<file path="config.mk">
export PLATFORM = sky130hd
export DESIGN_NAME = pdc_regs_flat
export DESIGN_NICKNAME = d
export VERILOG_FILES = /design/src/pdc_pkg.sv /design/src/pdc_if.sv /design/src/pdc_regs.sv /design/src/flat_wrapper.sv
export SDC_FILE = /design/constraint.sdc
export NUM_CORES = 1
export LEC_CHECK = 0
export BUFFER_PORTS_ARGS = -buffer_cell sky130_fd_sc_hd__buf_2
export CAP_MARGIN = 30
export CORE_MARGIN = 4
export CORE_UTILIZATION = 54
export DETAILED_ROUTE_END_ITERATION = 16
export PLACE_DENSITY = 0.74
export REMOVE_ABC_BUFFERS = 1
export SLEW_MARGIN = 40
export SYNTH_ARGS = -nofsm -noshare
export SYNTH_HDL_FRONTEND = slang
export SYNTH_SLANG_ARGS = --single-unit
</file>
<file path="constraint.sdc">
create_clock -name ref_clk -period 4.45 [get_ports ref_clk]
set_input_delay 0 -clock ref_clk [delete_from_list [all_inputs] [get_ports ref_clk]]
set_output_delay 0 -clock ref_clk [all_outputs]
set_load 0.01 [all_outputs]
</file>
<file path="src/pdc_pkg.sv">
// Package for the programmable dithered clock register block and its bus master
package pdc_pkg;
  // Register addresses
  localparam logic [7:0] ADDR_DIV_CTRL = 8'h02;
  localparam logic [7:0] ADDR_FINE_STEP = 8'h08;
  localparam logic [7:0] ADDR_BUS_NV = 8'h0D;
  localparam logic [7:0] ADDR_COARSE_BAND = 8'h0E;
  localparam logic [7:0] ADDR_BAND_COPY = 8'h37;
  localparam logic [7:0] CMD_COMMIT_NV = 8'h3F;
  // Reset (factory) values
  localparam logic [15:0] DIV_CTRL_RST = 16'h6000;
  localparam logic [15:0] FINE_STEP_RST = 16'h7D00;
  localparam logic [7:0] BUS_NV_RST = 8'hF0;
  localparam logic [4:0] BAND_DEFAULT = 5'h12;
  // Field positions inside the divider/dither word, the fine step word and the bus NV byte
  localparam int RATE_HI = 15;
  localparam int RATE_LO = 14;
  localparam int DEPTH_HI = 13;
  localparam int DEPTH_LO = 11;
  localparam int IDLE_LOW_BIT = 10;
  localparam int EXP_HI = 9;
  localparam int EXP_LO = 6;
  localparam int FINE_SHIFT = 6;
  localparam int NV_DEFER_BIT = 3;
  // Reads-as-one masks for the byte registers
  localparam logic [7:0] BUS_NV_ONES = 8'hF0;
  localparam logic [7:0] BAND_ONES = 8'hE0;
  // Divider limits and dither rates
  localparam logic [3:0] EXP_MAX = 4'h8;
  localparam logic [1:0] RATE_8192 = 2'h0;
  localparam logic [1:0] RATE_4096 = 2'h1;
  localparam logic [1:0] RATE_2048 = 2'h2;
  localparam int RATE_DIV_8192 = 8192;
  localparam int RATE_DIV_4096 = 4096;
  localparam int RATE_DIV_2048 = 2048;
  // Startup oscillator cycles before the output may run
  localparam int STARTUP_CYCLES = 512;
  // EEPROM store time (arbitrary small default)
  localparam int NV_WRITE_CYCLES = 64;
  // Access kinds on the request port
  typedef enum logic [1:0] {
    PDC_OP_READ = 2'b00,
    PDC_OP_WRITE = 2'b01,
    PDC_OP_CMD = 2'b10
  } pdc_op_t;
endpackage : pdc_pkg

</file>
<file path="src/pdc_if.sv">
// Interface joining the register block and the bus master
`timescale 1ns/10ps
interface pdc_if;
  logic req; // Access request, held until done
  pdc_pkg::pdc_op_t op; // Read, write or command
  logic [7:0] addr; // Register address or command code
  logic two_byte; // Access moves both bytes of a word
  logic [15:0] wdata; // Write data, first of two bytes in the top, a single byte in the low lane
  logic [15:0] rdata; // Read data
  logic done; // Access finished
  logic nack; // Access refused
  modport dev (input req, input op, input addr, input two_byte, input wdata, output rdata, output done, output nack);
  modport mst (output req, output op, output addr, output two_byte, output wdata, input rdata, input done, input nack);
endinterface : pdc_if

</file>
<file path="src/pdc_regs.sv">
// Register, nonvolatile and output control end of the dithered clock
// Summary of operation
// - Divider word at 02h, two-byte access
// - Dither rate from osc divided 8192/4096/2048
// - Depth codes 0.5,1,2,4,8 percent; others reserved
// - Dither only while spread pin high
// - Idle output low if bit set, else HiZ
// - Divide by 2^(exp+1), exp clamped to 8
// - Fine step at 08h, two bytes, 5kHz each
// - Fine step left-justified, shifted up six
// - Coarse band at 0Eh selects oscillator range
// - 37h read-only returns factory band default
// - Master adds offset to band copy
// - Defer bit chooses immediate or deferred EEPROM store
// - Power cycle restores registers from EEPROM
// - Bus-address register write always stored at once
// - Three select bits form slave address
// - Command 3Fh commits all registers to EEPROM
// - Low output gate disables output, osc runs
// - Low halt input stops oscillator, powers down
// - Output enabling synchronised, no truncated pulse
// - Output held off for 512 startup cycles
`timescale 1ns/10ps
module pdc_regs #(
  parameter int NV_CYCLES = pdc_pkg::NV_WRITE_CYCLES,
  parameter logic [4:0] FACTORY_BAND = pdc_pkg::BAND_DEFAULT
) (
  input wire logic ref_clk,
  input wire logic rstn,
  pdc_if.dev bus,
  input wire logic power_on, // Supply present; low models a power cycle
  input wire logic spread_enable_pin,
  input wire logic out_gate_pin,
  input wire logic osc_halt_n_pin,
  output logic clk_out_o,
  output logic clk_out_oe,
  output logic dither_on,
  output logic [1:0] dither_rate_sel,
  output logic [2:0] dither_depth_sel,
  output logic dither_tick,
  output logic [9:0] fine_step,
  output logic [4:0] coarse_band,
  output logic [2:0] bus_addr_sel
);
  // Volatile registers
  logic [15:0] div_ctrl_r;
  logic [15:0] fine_r;
  logic [7:0] bus_nv_r;
  logic [4:0] band_r;
  // EEPROM image
  logic [15:0] nv_div_r;
  logic [15:0] nv_fine_r;
  logic [7:0] nv_bus_r;
  logic [4:0] nv_band_r;
  // Store timer and access handshake
  logic [15:0] nv_cnt_r;
  logic done_r;
  logic nack_r;
  logic [15:0] rdata_r;
  // Divider, dither and startup state
  logic [8:0] div_cnt_r;
  logic [12:0] rate_cnt_r;
  logic [9:0] start_cnt_r;
  logic out_run_r;
  logic out_q_r;

  // Decode of the request
  wire nv_busy = (nv_cnt_r != 16'h0000);
  wire take = bus.req && !done_r;
  wire is_wr = take && !nv_busy && (bus.op == pdc_pkg::PDC_OP_WRITE);
  wire is_cmd = take && !nv_busy && (bus.op == pdc_pkg::PDC_OP_CMD) && (bus.addr == pdc_pkg::CMD_COMMIT_NV);
  wire wr_div = is_wr && (bus.addr == pdc_pkg::ADDR_DIV_CTRL);
  wire wr_fine = is_wr && (bus.addr == pdc_pkg::ADDR_FINE_STEP);
  wire wr_bus = is_wr && (bus.addr == pdc_pkg::ADDR_BUS_NV);
  wire wr_band = is_wr && (bus.addr == pdc_pkg::ADDR_COARSE_BAND);
  wire nv_defer = bus_nv_r[pdc_pkg::NV_DEFER_BIT];
  // Immediate store unless deferred; address register always stored
  wire store_now = (wr_div || wr_fine || wr_band) && !nv_defer || wr_bus || is_cmd;
  wire [7:0] wbyte = bus.two_byte ? bus.wdata[15:8] : bus.wdata[7:0];

  // Read mux, byte registers in the low lane
  logic [15:0] rd_mux;
  always_comb begin
    unique case (bus.addr)
      pdc_pkg::ADDR_DIV_CTRL: rd_mux = div_ctrl_r;
      pdc_pkg::ADDR_FINE_STEP: rd_mux = fine_r;
      pdc_pkg::ADDR_BUS_NV: rd_mux = {8'h00, bus_nv_r | pdc_pkg::BUS_NV_ONES};
      pdc_pkg::ADDR_COARSE_BAND: rd_mux = {8'h00, pdc_pkg::BAND_ONES | {3'h0, band_r}};
      pdc_pkg::ADDR_BAND_COPY: rd_mux = {11'h000, FACTORY_BAND};
      default: rd_mux = 16'h0000;
    endcase
  end

  // Handshake: answer one cycle after a request, refuse while storing
  always_ff @(posedge ref_clk) begin
    if (!rstn) begin
      done_r <= 1'b0;
      nack_r <= 1'b0;
      rdata_r <= 16'h0000;
    end else begin
      done_r <= take;
      nack_r <= take && nv_busy;
      if (take && bus.op == pdc_pkg::PDC_OP_READ) begin
        rdata_r <= rd_mux;
      end
    end
  end
  assign bus.done = done_r;
  assign bus.nack = nack_r;
  assign bus.rdata = rdata_r;

  // Word write value: low six bits always stored as zero
  wire [15:0] wword = {bus.wdata[15:pdc_pkg::FINE_SHIFT], 6'h00};

  // Volatile registers: reloaded from EEPROM at power-up
  always_ff @(posedge ref_clk) begin
    if (!rstn || !power_on) begin
      div_ctrl_r <= nv_div_r;
      fine_r <= nv_fine_r;
      bus_nv_r <= nv_bus_r;
      band_r <= nv_band_r;
    end else begin
      if (wr_div) div_ctrl_r <= {bus.wdata[15:6], 6'h00};
      if (wr_fine) fine_r <= {bus.wdata[15:6], 6'h00};
      if (wr_bus) bus_nv_r <= wbyte;
      if (wr_band) band_r <= wbyte[4:0];
    end
  end

  // EEPROM image and store timer; only factory reset and the store path write it
  always_ff @(posedge ref_clk) begin
    // Reset with the supply off stands for factory programming of the image
    if (!rstn && !power_on) begin
      nv_div_r <= pdc_pkg::DIV_CTRL_RST;
      nv_fine_r <= pdc_pkg::FINE_STEP_RST;
      nv_bus_r <= pdc_pkg::BUS_NV_RST;
      nv_band_r <= FACTORY_BAND;
    end else if (store_now) begin
      nv_div_r <= wr_div ? wword : (is_cmd ? div_ctrl_r : nv_div_r);
      nv_fine_r <= wr_fine ? wword : (is_cmd ? fine_r : nv_fine_r);
      nv_bus_r <= wr_bus ? (wbyte | pdc_pkg::BUS_NV_ONES) : (is_cmd ? bus_nv_r : nv_bus_r);
      nv_band_r <= wr_band ? wbyte[4:0] : (is_cmd ? band_r : nv_band_r);
    end
    if (!rstn) begin
      nv_cnt_r <= 16'h0000;
    end else if (store_now) begin
      nv_cnt_r <= 16'(NV_CYCLES);
    end else if (nv_busy) begin
      nv_cnt_r <= nv_cnt_r - 16'h0001;
    end
  end

  // Field decode
  wire [3:0] exp_raw = div_ctrl_r[pdc_pkg::EXP_HI:pdc_pkg::EXP_LO];
  wire [3:0] exp_eff = (exp_raw > pdc_pkg::EXP_MAX) ? pdc_pkg::EXP_MAX : exp_raw;
  wire [1:0] rate = div_ctrl_r[pdc_pkg::RATE_HI:pdc_pkg::RATE_LO];
  wire [12:0] rate_top = (rate == pdc_pkg::RATE_8192) ? 13'(pdc_pkg::RATE_DIV_8192 - 1) :
                         (rate == pdc_pkg::RATE_2048) ? 13'(pdc_pkg::RATE_DIV_2048 - 1) :
                         13'(pdc_pkg::RATE_DIV_4096 - 1);
  wire idle_drive_low = div_ctrl_r[pdc_pkg::IDLE_LOW_BIT];
  wire osc_run = osc_halt_n_pin;
  wire [8:0] div_top = 9'((16'h0001 << exp_eff) - 16'h0001);
  assign dither_rate_sel = rate;
  assign dither_depth_sel = div_ctrl_r[pdc_pkg::DEPTH_HI:pdc_pkg::DEPTH_LO];
  assign dither_on = spread_enable_pin && osc_run;
  assign fine_step = fine_r[15:pdc_pkg::FINE_SHIFT];
  assign coarse_band = band_r;
  assign bus_addr_sel = bus_nv_r[2:0];

  // Dither triangle step tick at the selected rate
  always_ff @(posedge ref_clk) begin
    if (!rstn || !osc_run) begin
      rate_cnt_r <= 13'h0000;
      dither_tick <= 1'b0;
    end else begin
      dither_tick <= (rate_cnt_r >= rate_top);
      rate_cnt_r <= (rate_cnt_r >= rate_top) ? 13'h0000 : rate_cnt_r + 13'h0001;
    end
  end

  // Startup count and output divider
  always_ff @(posedge ref_clk) begin
    if (!rstn || !osc_run || !power_on) begin
      start_cnt_r <= 10'h000;
      div_cnt_r <= 9'h000;
      out_q_r <= 1'b0;
      out_run_r <= 1'b0;
    end else begin
      if (start_cnt_r < 10'(pdc_pkg::STARTUP_CYCLES)) start_cnt_r <= start_cnt_r + 10'h001;
      if (exp_eff == 4'h0) begin
        out_q_r <= ~out_q_r;
      end else if (div_cnt_r >= div_top) begin
        div_cnt_r <= 9'h000;
        out_q_r <= ~out_q_r;
      end else begin
        div_cnt_r <= div_cnt_r + 9'h001;
      end
      // Gate changes only while output low, so no short pulse
      if (!out_q_r) begin
        out_run_r <= out_gate_pin && (start_cnt_r >= 10'(pdc_pkg::STARTUP_CYCLES));
      end
    end
  end

  // Pin drive: running clock, held low, or released
  assign clk_out_o = out_run_r & out_q_r;
  assign clk_out_oe = out_run_r | idle_drive_low;
endmodule : pdc_regs

</file>
<file path="src/flat_wrapper.sv">
// flat-port wrapper written by rule: the top's interface ports become plain ports
module pdc_regs_flat 
#(
  parameter int NV_CYCLES = pdc_pkg::NV_WRITE_CYCLES,
  parameter logic [4:0] FACTORY_BAND = pdc_pkg::BAND_DEFAULT
)
  (ref_clk, rstn, power_on, spread_enable_pin, out_gate_pin, osc_halt_n_pin, clk_out_o, clk_out_oe, dither_on, dither_rate_sel, dither_depth_sel, dither_tick, fine_step, coarse_band, bus_addr_sel, bus_req, bus_op, bus_addr, bus_two_byte, bus_wdata, bus_rdata, bus_done, bus_nack);
  pdc_if bus_i ();
  input wire logic ref_clk;
  input wire logic rstn;
  input wire logic power_on;
  input wire logic spread_enable_pin;
  input wire logic out_gate_pin;
  input wire logic osc_halt_n_pin;
  output logic clk_out_o;
  output logic clk_out_oe;
  output logic dither_on;
  output logic [1:0] dither_rate_sel;
  output logic [2:0] dither_depth_sel;
  output logic dither_tick;
  output logic [9:0] fine_step;
  output logic [4:0] coarse_band;
  output logic [2:0] bus_addr_sel;
  input wire logic [$bits(bus_i.req)-1:0] bus_req;
  input wire logic [$bits(bus_i.op)-1:0] bus_op;
  input wire logic [$bits(bus_i.addr)-1:0] bus_addr;
  input wire logic [$bits(bus_i.two_byte)-1:0] bus_two_byte;
  input wire logic [$bits(bus_i.wdata)-1:0] bus_wdata;
  output wire logic [$bits(bus_i.rdata)-1:0] bus_rdata;
  output wire logic [$bits(bus_i.done)-1:0] bus_done;
  output wire logic [$bits(bus_i.nack)-1:0] bus_nack;
  assign bus_i.req = bus_req;
  assign bus_i.op = bus_op;
  assign bus_i.addr = bus_addr;
  assign bus_i.two_byte = bus_two_byte;
  assign bus_i.wdata = bus_wdata;
  assign bus_rdata = bus_i.rdata;
  assign bus_done = bus_i.done;
  assign bus_nack = bus_i.nack;
  pdc_regs #(.NV_CYCLES(NV_CYCLES), .FACTORY_BAND(FACTORY_BAND)) u_core (.ref_clk(ref_clk), .rstn(rstn), .bus(bus_i), .power_on(power_on), .spread_enable_pin(spread_enable_pin), .out_gate_pin(out_gate_pin), .osc_halt_n_pin(osc_halt_n_pin), .clk_out_o(clk_out_o), .clk_out_oe(clk_out_oe), .dither_on(dither_on), .dither_rate_sel(dither_rate_sel), .dither_depth_sel(dither_depth_sel), .dither_tick(dither_tick), .fine_step(fine_step), .coarse_band(coarse_band), .bus_addr_sel(bus_addr_sel));
endmodule
</file>
==> results_dict.tcl <==
set metrics [dict create \
    max_clock_freq_mhz 269 \
    power.total_mw 3.82 \
    synth_flop_cell "dfxtp_1" \
    period_minus_slack_ns 3.72 \
    power_density_mw_per_mm2 450 \
    initialDrtViolationCount 412 \
    rsz0062_at_grt "false" \
    wire_per_inst_um 17.1 \
    numClockSinks 151 \
    reg2reg_slack_ns 0.73 \
    crit_arrival_ns 4.09 \
    drv_cap 0 \
    dpl.hpwl_mm 12.4 \
    synth_top_cells_by_area "dfxtp_1, edfxtp_1, nand2_1, nor2_1, mux2i_1" \
    r2r-start "u_core.div_ctrl_r[9]" \
    cts_setup_buffers 0 \
    synthArstFlopShare 0 \
    multi_input_area_mm2 0.00352 \
    synth_edf_count 41 \
    place.gp.congestion 0.828 \
    postCtsResizedCells 0 \
    area_growth_pct 16.3 \
    synth_top_cell_area_share 0.302 \
    fin_tns_setup_ns 0 \
    avgSynthCellArea_um2 9.29 \
    path_max_fanout 13 \
    grt_max_degree 25 \
    critPathBufInv 1 \
    drt_wl_total_mm 17.9 \
    viasPerCell 5.70 \
    die_x_um 124 \
    vdd_ir_drop_max_mv 0.286 \
    antenna_found_initial 0 \
    crit_chain "nor4_1 > inv_1 > ha_1 > nor3_1 > a21o_1 > a32oi_1 > ha_1 > a21o_1 > a211oi_1 > o31ai_1 > a211oi_1 > a32o_1" \
    clock_skew_ns 0.00707 \
    h-tree-depth 4 \
    drive_above_1_share 0.186 \
    grt.overflow.total 0 \
    synth_cell_types 65 \
    maxSlewViolCount 0 \
    synth-seq-cells 151 \
    finalSetupViolCount 0 \
    ioPinCount 79 \
    route.detailed.drc 0 \
    grt_pass1_vias 5925 \
    cp-start-kind "register" \
    relSlewSlack 0.467 \
    first_pass_iters 5 \
    start_util 0.551 \
    dieArea_mm2 0.0154 \
    worstSetupPathType "register to register" \
    rows 42 \
    r2r-end "u_core.div_cnt_r[1]" \
    register_area_mm2 0.00343 \
    clock-root-buffer "clkbuf_16" \
    end_kind "register" \
    synth_area_mm2 0.00730 \
    antennaDiodeCount 0 \
    leakage_nw 3.39 \
    vias 5949 \
    grt_use_total 0.235 \
    clk_latency_ns 0.43 \
    cp_top_family "compound AO/OA/AOI/OAI gates" \
    syn-instance-count 786 \
    cts_max_path_buffers 2 \
    yosysSeqAreaShare 0.470 \
    n_fill_cell 1106 \
    die-height_um 124 \
    hold_path.startpoint "bus_op[1]" \
    min_path_cells 4 \
    hold_viol 0 \
    status "finished, final reports clean" \
    core_mm2 0.0132 \
    numCtsBuffers 17 \
    worst_pin_slew_ns 0.797 \
    fin_nets 905 \
    ctsHoldBuffers 18 \
    ant_nets 0 \
    path_clk_slew_ns 0.06 \
    crit_slowest_cell "nor4_1" \
    whs_endpoint "u_core.bus.rdata[1]" \
    io_buffers 77 \
    max_stage_delay_ns 0.59 \
    ys_warn_count 0 \
    required_ns 4.82 \
    ff2ff_path_depth 12 \
    period_share 0.835 \
    cts_tree "yes" \
    synth_largest_area_cell "dfxtp_1" \
    hp-class "primary input to register" \
    grt_pass1_wl_mm 29.6 \
]
[metrics by stage]
step | hold WS, ns | instance area, um2 | util | setup WS [ns] | instances
after floorplan | 0.114 | 6990 | - | 1.33 | 730
after global placement | 0.247 | 7690 | 0.580 | 0.876 | 993
after detailed placement | 0.280 | 7690 | 0.581 | 0.730 | 993
after CTS | 0.00213 | 8480 | 0.640 | 0.730 | 1043
after global routing | 0.0332 | 8490 | 0.641 | 0.348 | 1043
final | 0.0267 | 8490 | 0.641 | 0.733 | 1043
[final cells by class]
cell class | count | share of cell area
Clock buffer | 17 | 0.0501
Timing Repair Buffer | 105 | 0.0755
Tap cell | 176 | 0.0259
Sequential cell | 151 | 0.405
Clock inverter | 15 | 0.0212
Inverter | 17 | 0.00752
Multi-Input combinational cell | 562 | 0.415
[how the worst max path moves through the flow]
stage                    startpoint                  end  slack [ns]  cells after the start
6_report       u_core.div_ctrl_r[9]  u_core.div_cnt_r[1]        0.73                     12
5_1_grt        u_core.div_ctrl_r[9]  u_core.div_cnt_r[5]        0.35                     12
4_1_cts        u_core.div_ctrl_r[9]  u_core.div_cnt_r[7]        0.73                     12
3_5_place_dp   u_core.div_ctrl_r[9]  u_core.div_cnt_r[6]        0.73                     12
3_3_place_gp   u_core.div_ctrl_r[9]  u_core.div_cnt_r[4]        0.88                     12
2_1_floorplan  u_core.div_ctrl_r[9]  u_core.div_cnt_r[1]        1.33                     11
[layer usage]
metal  vias up  global-route usage  share of wire
met4         0              0.0858          0.024
met3        34              0.0575          0.066
met5         -                   0              0
met1      2832               0.304           0.43
li1       2882                   -              -
met2       201               0.381           0.48
[where the power goes]
group	switching [mW]	internal [mW]	total, mW
clock network	0.586	0.883	1.47
logic	0.462	0.293	0.755
registers	0.0897	1.50	1.59
total	1.14	2.68	3.82
[cell usage in the layout, fill, tap and decap left out, types with 10 or more instances in the layout]
cell,synthesis,final
buf_2,3,77
inv_1,17,17
dlygate4sd3_1,0,18
a22oi_1,15,15
a21oi_1,35,34
mux2i_1,23,23
nor2_1,80,79
nand2_1,114,113
xor2_1,17,17
xnor2_1,17,17
clkbuf_16,0,17
a211oi_1,17,17
dfxtp_1,110,110
nand3_1,25,25
and2_1,27,27
mux2_2,14,14
ha_1,17,17
buf_4,22,10
nand4_1,10,10
and3_1,10,10
edfxtp_1,41,41
o21ai_0,23,23
[worst min-delay path, stage by stage]
cell     delay (ns)
buf_2          0.11
nor3b_1        0.09
o21ai_0        0.15
a31oi_1        0.05
[logic make-up after synthesis]
| group | Yosys count | synth area share |
|---|---|---|
| other | 1 | 0.000514 |
| AOI/OAI and AO/OA | 138 | 0.123 |
| muxes | 38 | 0.0552 |
| and+or+nand+nor | 334 | 0.229 |
| buffers and inverters | 73 | 0.0514 |
| adders and majority gates | 17 | 0.0291 |
| DFF | 151 | 0.470 |
| xor gates and xnor gates | 34 | 0.0408 |
[sequential cells by signal, summed over array words and instances, names as in the netlist]
register	count
u_core.coarse_band	5
u_core.nv_fine_r	16
u_core.dither_tick	1
u_core.nv_div_r	16
u_core.nv_band_r	5
u_core.start_cnt_r	10
u_core.out_run_r	1
u_core.bus.done	1
u_core.bus.rdata	16
u_core.out_q_r	1
u_core.nv_bus_r	4
u_core.div_ctrl_r	16
u_core.fine_r	16
u_core.rate_cnt_r	13
u_core.bus.nack	1
u_core.nv_cnt_r	16
u_core.div_cnt_r	9
u_core.bus_nv_r	4
[Yosys cell counts (10+ instances only)]
master    count
clkbuf_1     28
mux2_2       14
a21oi_1      35
buf_4        22
o21ai_0      23
nand3_1      25
xor2_1       17
xnor2_1      17
ha_1         17
dfxtp_1     110
a211oi_1     17
and2_1       27
nand2_1     114
a22oi_1      15
edfxtp_1     41
nand4_1      10
mux2i_1      23
and3_1       10
inv_1        17
nor2_1       80
(Power assumes the default switching activity.)
